[config.mk]
export PLATFORM = sky130hd
export DESIGN_NAME = pmes_top
export DESIGN_NICKNAME = d
export VERILOG_FILES = /design/src/shared/pmes_pkg.sv /design/src/pmes_accum.sv /design/src/pmes_top.sv
export SDC_FILE = /design/constraint.sdc
export NUM_CORES = 1
export LEC_CHECK = 0
export ABC_CLOCK_PERIOD_IN_PS = 4100
export BUFFER_PORTS_ARGS = -buffer_cell sky130_fd_sc_hd__clkbuf_2
export CORE_MARGIN = 2
export CORE_UTILIZATION = 40
export CTS_BUF_LIST = sky130_fd_sc_hd__clkbuf_4
export CTS_CLUSTER_DIAMETER = 150
export CTS_CLUSTER_SIZE = 10
export DETAILED_ROUTE_END_ITERATION = 6
export PLACE_DENSITY = 0.66
export SLEW_MARGIN = 30
export SYNTH_ARGS = -nofsm -noshare
export SYNTH_HDL_FRONTEND = slang
export SYNTH_SLANG_ARGS = --single-unit
[constraint.sdc]
create_clock -name ref_clk_i -period 4.1 [get_ports ref_clk_i]
set_input_delay 0.41 -clock ref_clk_i [delete_from_list [all_inputs] [get_ports ref_clk_i]]
set_output_delay 0.41 -clock ref_clk_i [all_outputs]
set_load 0.01 [all_outputs]
[src/shared/pmes_pkg.sv]
/*
 * pmes_pkg: constants for the performance-monitor event selection block:
 * register offsets, field positions, reset values and event class order.
 * Assumes a 12-bit byte address and a 32-bit register data path.
 */
package pmes_pkg;

    // bus geometry
    localparam int unsigned PMES_AW  = 12;
    localparam int unsigned PMES_DW  = 32;
    localparam int unsigned PMES_NEV = 7;   // event classes per accumulator
    localparam int unsigned PMES_CW  = 32;  // accumulator width

    // register byte offsets
    localparam logic [PMES_AW-1:0] PMES_SEL_OFS   = 12'h024;
    localparam logic [PMES_AW-1:0] PMES_ACC_A_OFS = 12'h028;
    localparam logic [PMES_AW-1:0] PMES_ACC_B_OFS = 12'h02C;

    // enable group positions inside the event-select register
    localparam int unsigned PMES_EN_A_LSB = 0;
    localparam int unsigned PMES_EN_B_LSB = 8;

    // event class order within each enable group
    localparam int unsigned PMES_EV_SHORT_PKT = 0;
    localparam int unsigned PMES_EV_FCS_ERR   = 1;
    localparam int unsigned PMES_EV_RX_ABORT  = 2;
    localparam int unsigned PMES_EV_LEN_ERR   = 3;
    localparam int unsigned PMES_EV_RX_GOOD   = 4;
    localparam int unsigned PMES_EV_TX_ABORT  = 5;
    localparam int unsigned PMES_EV_TX_GOOD   = 6;

    // writable bits of the event-select register, everything else reads 0
    localparam logic [PMES_DW-1:0] PMES_SEL_MASK = 32'h00007F7F;
    localparam logic [PMES_DW-1:0] PMES_SEL_RST  = 32'h00000000;
    localparam logic [PMES_CW-1:0] PMES_ACC_RST  = 32'h00000000;
    localparam logic [PMES_DW-1:0] PMES_UNMAPPED = 32'h00000000;

    // short-packet limits applied by the receive processor, in bits
    localparam int unsigned PMES_SHORT_BITS_CRC16 = 32;
    localparam int unsigned PMES_SHORT_BITS_CRC32 = 48;
    // abort code: this many ones or more in a row
    localparam int unsigned PMES_ABORT_ONES = 7;

endpackage : pmes_pkg

[src/pmes_accum.sv]
/*
 * pmes_accum: one saturating event accumulator fed by seven event class
 * pulses, each gated by its own enable bit.
 * Assumes event pulses are synchronous to ref_clk_i, at most one per class
 * per cycle; clr_i is a one-cycle strobe from the register decode.
 */
`timescale 1ns/1ps
module pmes_accum (
    input  wire logic                          ref_clk_i,
    input  wire logic                          rst_i,
    input  wire logic [pmes_pkg::PMES_NEV-1:0] ev_i,
    input  wire logic [pmes_pkg::PMES_NEV-1:0] en_i,
    input  wire logic                          clr_i,
    output logic      [pmes_pkg::PMES_CW-1:0]  count_o
);
    import pmes_pkg::*;

    logic [PMES_NEV-1:0] hit;
    logic [2:0]          n_hit;
    logic [PMES_CW-1:0]  base;
    logic [PMES_CW:0]    sum;
    logic [PMES_CW-1:0]  next_count;

    // a disabled class never reaches the adder
    genvar g;
    generate
        for (g = 0; g < PMES_NEV; g++) begin : g_gate
            assign hit[g] = ev_i[g] & en_i[g];
        end
    endgenerate

    // every enabled class in the same cycle adds one, none is dropped
    always_comb begin
        n_hit = 3'h0;
        for (int i = 0; i < PMES_NEV; i++) begin
            n_hit = n_hit + {2'h0, hit[i]};
        end
    end

    // a clear that meets events restarts from the events, so none is lost
    assign base       = clr_i ? PMES_ACC_RST : count_o;
    assign sum        = {1'b0, base} + {30'h0, n_hit};
    // saturate rather than wrap: a wrapped count looks small and plausible
    assign next_count = sum[PMES_CW] ? {PMES_CW{1'b1}} : sum[PMES_CW-1:0];

    always_ff @(posedge ref_clk_i) begin
        if (rst_i) begin
            count_o <= PMES_ACC_RST;
        end else begin
            count_o <= next_count;
        end
    end

endmodule : pmes_accum

[src/pmes_top.sv]
/*
 * pmes_top: event selection register and two configurable performance
 * accumulators for the HDLC frame engine, behind a simple register port.
 * Assumes event pulses come from the receive and transmit HDLC processors,
 * synchronous to ref_clk_i, one cycle wide, and that the processors already
 * apply the short-packet, FCS, abort and length checks.
 */
// Our own choice: the plain strobed port.
// What this block does
// - two accumulators, class feeds picked by one event-select register
// - short received packet counts when its enable is high
// - received FCS mismatch counts when its enable is high
// - received abort, seven or more ones, counts when enabled
// - over-length or non-octet received packet counts when enabled
// - each error-free received packet counts when enabled
// - each transmitted abort counts when enabled
// - each error-free transmitted packet counts when enabled
// - a class with its enable low leaves that count untouched
// - accumulator one enables in bits 0..6, bit 7 unused
// - accumulator two enables in bits 8..14, bits 15..31 unused
// - all fourteen enables read/write and reset to zero
`timescale 1ns/1ps
module pmes_top (
    input  wire logic                         ref_clk_i,
    input  wire logic                         rst_i,
    input  wire logic [pmes_pkg::PMES_AW-1:0] addr_i,
    input  wire logic [pmes_pkg::PMES_DW-1:0] wdata_i,
    input  wire logic                         wr_i,
    input  wire logic                         rd_i,
    output logic      [pmes_pkg::PMES_DW-1:0] rdata_o,
    input  wire logic                         ev_short_pkt_i,
    input  wire logic                         ev_fcs_err_i,
    input  wire logic                         ev_rx_abort_i,
    input  wire logic                         ev_len_err_i,
    input  wire logic                         ev_rx_good_i,
    input  wire logic                         ev_tx_abort_i,
    input  wire logic                         ev_tx_good_i,
    output logic      [pmes_pkg::PMES_CW-1:0] count_a_o,
    output logic      [pmes_pkg::PMES_CW-1:0] count_b_o
);
    import pmes_pkg::*;

    logic [PMES_DW-1:0]  perf_event_select;
    logic [PMES_DW-1:0]  next_sel;
    logic [PMES_DW-1:0]  rd_val;
    logic [PMES_NEV-1:0] ev_vec;
    logic [PMES_NEV-1:0] en_a;
    logic [PMES_NEV-1:0] en_b;
    logic                sel_hit;
    logic                acc_a_hit;
    logic                acc_b_hit;
    logic                sel_wr;
    logic                clr_a;
    logic                clr_b;

    // address decode
    assign sel_hit   = (addr_i == PMES_SEL_OFS);
    assign acc_a_hit = (addr_i == PMES_ACC_A_OFS);
    assign acc_b_hit = (addr_i == PMES_ACC_B_OFS);
    assign sel_wr    = wr_i & sel_hit;
    // a write of any value to an accumulator restarts it from zero
    assign clr_a     = wr_i & acc_a_hit;
    assign clr_b     = wr_i & acc_b_hit;

    // unused bits are never stored, so they read back as zero
    assign next_sel = wdata_i & PMES_SEL_MASK;

    // event-select register, cleared so nothing counts after reset
    always_ff @(posedge ref_clk_i) begin
        if (rst_i) begin
            perf_event_select <= PMES_SEL_RST;
        end else if (sel_wr) begin
            perf_event_select <= next_sel;
        end
    end

    // enable groups, one per accumulator, same class order in each
    assign en_a = perf_event_select[PMES_EN_A_LSB +: PMES_NEV];
    assign en_b = perf_event_select[PMES_EN_B_LSB +: PMES_NEV];

    // event classes packed in enable-bit order
    assign ev_vec[PMES_EV_SHORT_PKT] = ev_short_pkt_i;
    assign ev_vec[PMES_EV_FCS_ERR]   = ev_fcs_err_i;
    assign ev_vec[PMES_EV_RX_ABORT]  = ev_rx_abort_i;
    assign ev_vec[PMES_EV_LEN_ERR]   = ev_len_err_i;
    assign ev_vec[PMES_EV_RX_GOOD]   = ev_rx_good_i;
    assign ev_vec[PMES_EV_TX_ABORT]  = ev_tx_abort_i;
    assign ev_vec[PMES_EV_TX_GOOD]   = ev_tx_good_i;

    // both accumulators see the same events, so a shared class hits both
    pmes_accum u_acc_a (
        .ref_clk_i (ref_clk_i),
        .rst_i     (rst_i),
        .ev_i      (ev_vec),
        .en_i      (en_a),
        .clr_i     (clr_a),
        .count_o   (count_a_o)
    );

    pmes_accum u_acc_b (
        .ref_clk_i (ref_clk_i),
        .rst_i     (rst_i),
        .ev_i      (ev_vec),
        .en_i      (en_b),
        .clr_i     (clr_b),
        .count_o   (count_b_o)
    );

    // read select; unmapped addresses answer zero
    assign rd_val = sel_hit   ? perf_event_select :
                    acc_a_hit ? count_a_o :
                    acc_b_hit ? count_b_o :
                    PMES_UNMAPPED;

    // read data live only in the cycle after the strobe, zero otherwise
    always_ff @(posedge ref_clk_i) begin
        if (rst_i) begin
            rdata_o <= PMES_UNMAPPED;
        end else if (rd_i) begin
            rdata_o <= rd_val;
        end else begin
            rdata_o <= PMES_UNMAPPED;
        end
    end

    // checks of the register file and counting behaviour
    localparam logic [PMES_CW-1:0] CNT_NEAR_MAX = 32'hFFFFFF00;
endmodule : pmes_top

**Word level (Yosys, flattened, before mapping)**

Index checks and enable logic that the tools add are counted.

- Equal/unequal tests: 3
- Bitwise logic cells: 18
- Muxes and demuxes: 7
- Reduce and logical (&&, ||, !) cells: 2
- Add/sub/neg operators: 14

Operators by type and width:

| operator | number |
|---|---|
| $mux W32 | 6 |
| $add A32 B3 Y33 | 2 |
| $eq A12 B6 Y1 const B | 3 |
| $add A3 B1 Y3 | 10 |
| $and A1 B1 Y1 | 17 |
| $mux W15 | 1 |
| $add A1 B1 Y2 | 2 |
| $reduce_or A3 Y1 | 1 |
| $reduce_or A2 Y1 | 1 |
| $not A1 Y1 | 1 |

- Register bits after elaboration: 110
- Output and inout port bits: 96
- Bits of input ports: 55

**Depth between registers and ports, before layout**

- Depth in word-level cells: 9
- Gate-level depth with buffers: 17
- Mapped depth without buffers: 16

**By module**

Synthesis repeated with hierarchy kept, for this count alone.

- Cell total of the unflattened synthesis: 667
- Area total of the unflattened synthesis: 6089.6 µm²

By module, submodules not included:

| module | area each (µm²) | cells each | sequential area each (µm²) | times used |
|---|---|---|---|---|
| pmes_accum (u_acc_b) | 2118.3 | 243 | 640.6 | 1 |
| pmes_top | 2021.9 | 195 | 920.9 | 1 |
| pmes_accum (u_acc_a) | 1949.4 | 229 | 640.6 | 1 |

**Worst setup path after synthesis**

Ideal clock, no wire load.

- Path type: input port to flip-flop
- Start point: in ev_short_pkt_i
- End point: reg u_acc_b.count_o[1] in the netlist's numbering
- Arrival time: 4.310 ns
- Stages on the path: 15
- Path buffers: 1
- Required time: 4.030 ns
- Path slack: -0.281 ns
- Path through: and2_1 ha_1 inv_1 fa_1 inv_1 fa_1 ha_1 inv_1 fa_1 fa_1 nor2b_1 o21ai_1 or4_1 buf_2 a21oi_1

- Cells in the longest elaborated chain, start to end: 9

Ends and longest elaborated chain:

| item | line | text |
|---|---|---|
| start, declared | pmes_top.sv:31 | `input wire logic ev_short_pkt_i,` |
| $and A1 B1 Y1 | pmes_accum.sv:28 | `assign hit[g] = ev_i[g] & en_i[g];` |
| $add A1 B1 Y2 | pmes_accum.sv:36 | `n_hit = n_hit + {2'h0, hit[i]};` |
| $add A3 B1 Y3 (5 in series) | pmes_accum.sv:36 |  |
| $add A32 B3 Y33 | pmes_accum.sv:42 | `assign sum = {1'b0, base} + {30'h0, n_hit};` |
| $mux W32 | pmes_accum.sv:44 | `assign next_count = sum[PMES_CW] ? {PMES_CW{1'b1}} : sum[PMES_CW-1:0];` |
| end signal, assigned | pmes_accum.sv:50 | `count_o <= next_count;` |
| end, declared | pmes_accum.sv:14 | `output logic [pmes_pkg::PMES_CW-1:0] count_o` |

Every way passes these cells.
A chain may end at the register's enable or synchronous reset.

**Worst setup path in the final report**

- Start point: reg perf_event_select[8]
- End point: reg u_acc_b.count_o[3] in the netlist's numbering

- Cells in the longest elaborated chain, start to end: 9

Ends and longest elaborated chain:

| item | line | text |
|---|---|---|
| start, declared | pmes_top.sv:43 | `logic [PMES_DW-1:0] perf_event_select;` |
| start signal, assigned | pmes_top.sv:73 | `perf_event_select <= next_sel;` |
| $and A1 B1 Y1 | pmes_accum.sv:28 |  |
| $add A1 B1 Y2 | pmes_accum.sv:36 |  |
| $add A3 B1 Y3 (5 in series) | pmes_accum.sv:36 |  |
| $add A32 B3 Y33 | pmes_accum.sv:42 |  |
| $mux W32 | pmes_accum.sv:44 |  |

Every way passes these cells.

==> results.sh <==
export IMPL_drc_errors=0
export IMPL_dp_cells=948
export IMPL_cts_tree="done"
export IMPL_finalCritPeriodShare=0.972
export IMPL_dr_first_iter_drc_count=381
export IMPL_crit_required_ns=4.52
export IMPL_holdCritPathClass="input pin to flop"
export IMPL_p_leak_uw=0.00271
export IMPL_synth_avg_cell_area_um2=8.57
export IMPL_grt_pass1_wl_um=26000
export IMPL_criticalPathCategory="flop to flop"
export IMPL_finClkSkew_ns=0.0245
export IMPL_dr_pass1_iters=5
export IMPL_ir_drop_mv=0.146
export IMPL_cp_end_kind="flop"
export IMPL_clock_root_buffer="clkbuf_4"
export IMPL_core_area_um2=13300
export IMPL_ioPinCount=151
export IMPL_critPathArrivalTime_ns=4.40
export IMPL_numCtsBuffers=9
export IMPL_grt_overflow=0
export IMPL_start_util=0.411
export IMPL_dieArea_um2=14700
export IMPL_row_count=42
export IMPL_status="complete, no violations"
export IMPL_avgViaCountPerCell=5.42
export IMPL_layout_nets=864
export IMPL_grt_pass1_vias=5006
export IMPL_cts_htree_levels=3
export IMPL_cts_sinks=110
export IMPL_layout_area_overhead_vs_synth_pct=27.5
export IMPL_critical_path_cell_chain="and2_4, ha_4, inv_2, fa_1, inv_1, fa_1, ha_2, inv_2, fa_2, fa_2, nor2b_4, o21ai_4, or4_4, a21oi_2"
export IMPL_multi_input_area_um2=3360
export IMPL_numPortBuffers=132
export IMPL_synth_cell_types=47
export IMPL_wl_per_cell_um=17.5
export IMPL_fin_total_pwr_uw=1710
export IMPL_wirelength_um=17000
export IMPL_p_per_area_nw_per_um2=244
export IMPL_seq_area_frac_synth=0.401
export IMPL_async_reset_ff_frac=0
export IMPL_crit_buf_inv=3
export IMPL_cp_top_family="adder cells"
export IMPL_timing_fmax_mhz=251
export IMPL_syn_num_nets=716
export IMPL_cp_slowest_stage_delay_ns=0.62
export IMPL_ctsHoldBuffers=0
export IMPL_worstMarginPinSlew_ns=0.840
export IMPL_ys_seq_elements=110
export IMPL_antenna_found_initial=1
export IMPL_track_usage=0.226
export IMPL_hold_viol_final=0
export IMPL_clockBufferDepth=2
export IMPL_cp_start_kind="flop"
export IMPL_syn_instance_count=641
export IMPL_ys_flop_type="dfxtp_1"
export IMPL_die_h_um=121
export IMPL_cpMaxStageDelayCell="or4_4"
export IMPL_path_clk_slew_ns=0.17
export IMPL_cp_max_fo=6
export IMPL_gp_congestion=0.883
export IMPL_rsz0062_at_grt="yes"
export IMPL_grt_max_degree=35
export IMPL_dp_hpwl_um=12600
export IMPL_ant_nets=0
export IMPL_cap_violations=0
export IMPL_fillerInstances=1262
export IMPL_fin_crit_ns=3.98
export IMPL_num_vias=5259
export IMPL_ys_warn_count=0
export IMPL_drive_gt1_frac=0.319
export IMPL_finalMaxSlewViolations=0
export IMPL_syn_area_um2=5490
export IMPL_slew_limit_headroom=0.440
export IMPL_clk_latency_ns=0.49
export IMPL_setup_violations_final=0
export IMPL_synth_edff_count=0
export IMPL_stdcell_count=971
export IMPL_seqCellArea_um2=2210
export IMPL_die_width_um=121
## registers in the layout, indices dropped and copies added (netlist names)
register / count
perf_event_select: 14
rdata_o: 32
u_acc_b.count_o: 32
u_acc_a.count_o: 32
## where the power goes
group          internal (µW)  total (µW)  switching (µW)
combinational           21.9        55.8            33.9
clock                    193         582             388
sequential              1070        1070          0.0203
## synth_stat cells, drive strengths merged (2+ instances only)
library cell	number	area share
a21oi	74	0.067
buf	15	0.013
nor2	60	0.041
mux2i	32	0.058
or4	3	0.0055
nand2b	3	0.0034
o21ai	22	0.020
xor2	20	0.032
nor4b	5	0.010
dfxtp	110	0.40
nor2b	3	0.0034
nor3b	3	0.0041
fa	8	0.029
nand4	22	0.029
nor3	13	0.012
a31oi	4	0.0046
clkbuf	20	0.014
a211oi	4	0.0055
and4	11	0.018
nor4	14	0.019
xnor2	32	0.051
or2	2	0.0023
ha	12	0.027
inv	25	0.017
and3	8	0.0091
nand2	64	0.044
o2111ai	2	0.0032
nand3	23	0.021
and2	17	0.019
## worst paths after layout
kind	cells after the start	endpoint	slack, ns	from
worst max-delay path	14	u_acc_b.count_o[3]	0.12	perf_event_select[8]
worst min-delay path	3	perf_event_select[8]	0.13	wdata_i[8]
worst max register to register	14	u_acc_b.count_o[3]	0.12	perf_event_select[8]
worst min register to register	2	perf_event_select[11]	0.49	perf_event_select[11]
## area by class of cell
class / count / share of cell area
Antenna cell: 1 / 0.000357
Clock inverter: 7 / 0.0111
Clock buffer: 9 / 0.00965
Timing Repair Buffer: 171 / 0.138
Inverter: 25 / 0.0134
Multi-Input combinational cell: 472 / 0.480
Tap cell: 176 / 0.0315
Sequential cell: 110 / 0.315
## routing by layer
metal | vias to the layer above | GRT usage | part of all wire | wire length, µm
li1 | 2537 | - | - | -
met1 | 2538 | 0.308 | 0.45 | 7570
met2 | 160 | 0.368 | 0.49 | 8380
met3 | 24 | 0.0315 | 0.045 | 767
met4 | 0 | 0.0761 | 0.017 | 293
met5 | - | 0 | 0 | 0
## logic make-up (layout without fill, tap and decap cells)
family	Yosys count	count (layout)	synth area share
compound gates	112	112	0.110
xor+xnor	52	52	0.0829
fa+ha+maj	20	20	0.0565
buf+inv	60	212	0.0440
flops	110	110	0.401
mux	32	32	0.0583
other cells	0	1	0
simple gates	255	256	0.247
## repair_timing
| action | CTS | global route |
|---|---|---|
| resized for setup | 21 | 38 |
| buffers inserted | 4 | 2 |
| cloned | 0 | 1 |
| pin swaps | 17 | 20 |
| setup endpoints to repair | 41 | 60 |
## metrics by stage
step	cell area (µm²)	setup WS (ns)	hold WS [ns]	TNS [ns]	util
after detailed placement	6520	-0.312	0.467	-13.41	0.489
final	7000	0.115	0.131	0	0.524
after global routing	7000	-0.0619	0.125	-0.389	0.524
after CTS	6780	-0.0204	0.105	-0.0248	0.508
after global placement	6520	-0.288	0.457	-12.81	0.489
after floorplan	5540	-0.0249	0.445	-0.0691	-
## worst register-to-register path: stages (launching register included)
cell and delay (ns):
dfxtp_2 0.35, and2_4 0.13, ha_4 0.25, inv_2 0.03
fa_1 0.48, inv_1 0.06, fa_1 0.48, ha_2 0.17
inv_2 0.04, fa_2 0.47, fa_2 0.44, nor2b_4 0.17
o21ai_4 0.10, or4_4 0.62, a21oi_2 0.16
## placed cells by master, fill, tap and decap left out, types with 21 or more instances in the layout
cell	netlist	routed
clkbuf_2	2	132
a21oi_1	74	63
dfxtp_1	110	106
nand3_1	23	21
mux2i_1	32	32
nor2_1	60	60
nand2_1	64	64
inv_1	25	21
buf_4	0	35
xnor2_1	32	31
Power figures use the tool's default switching activity.
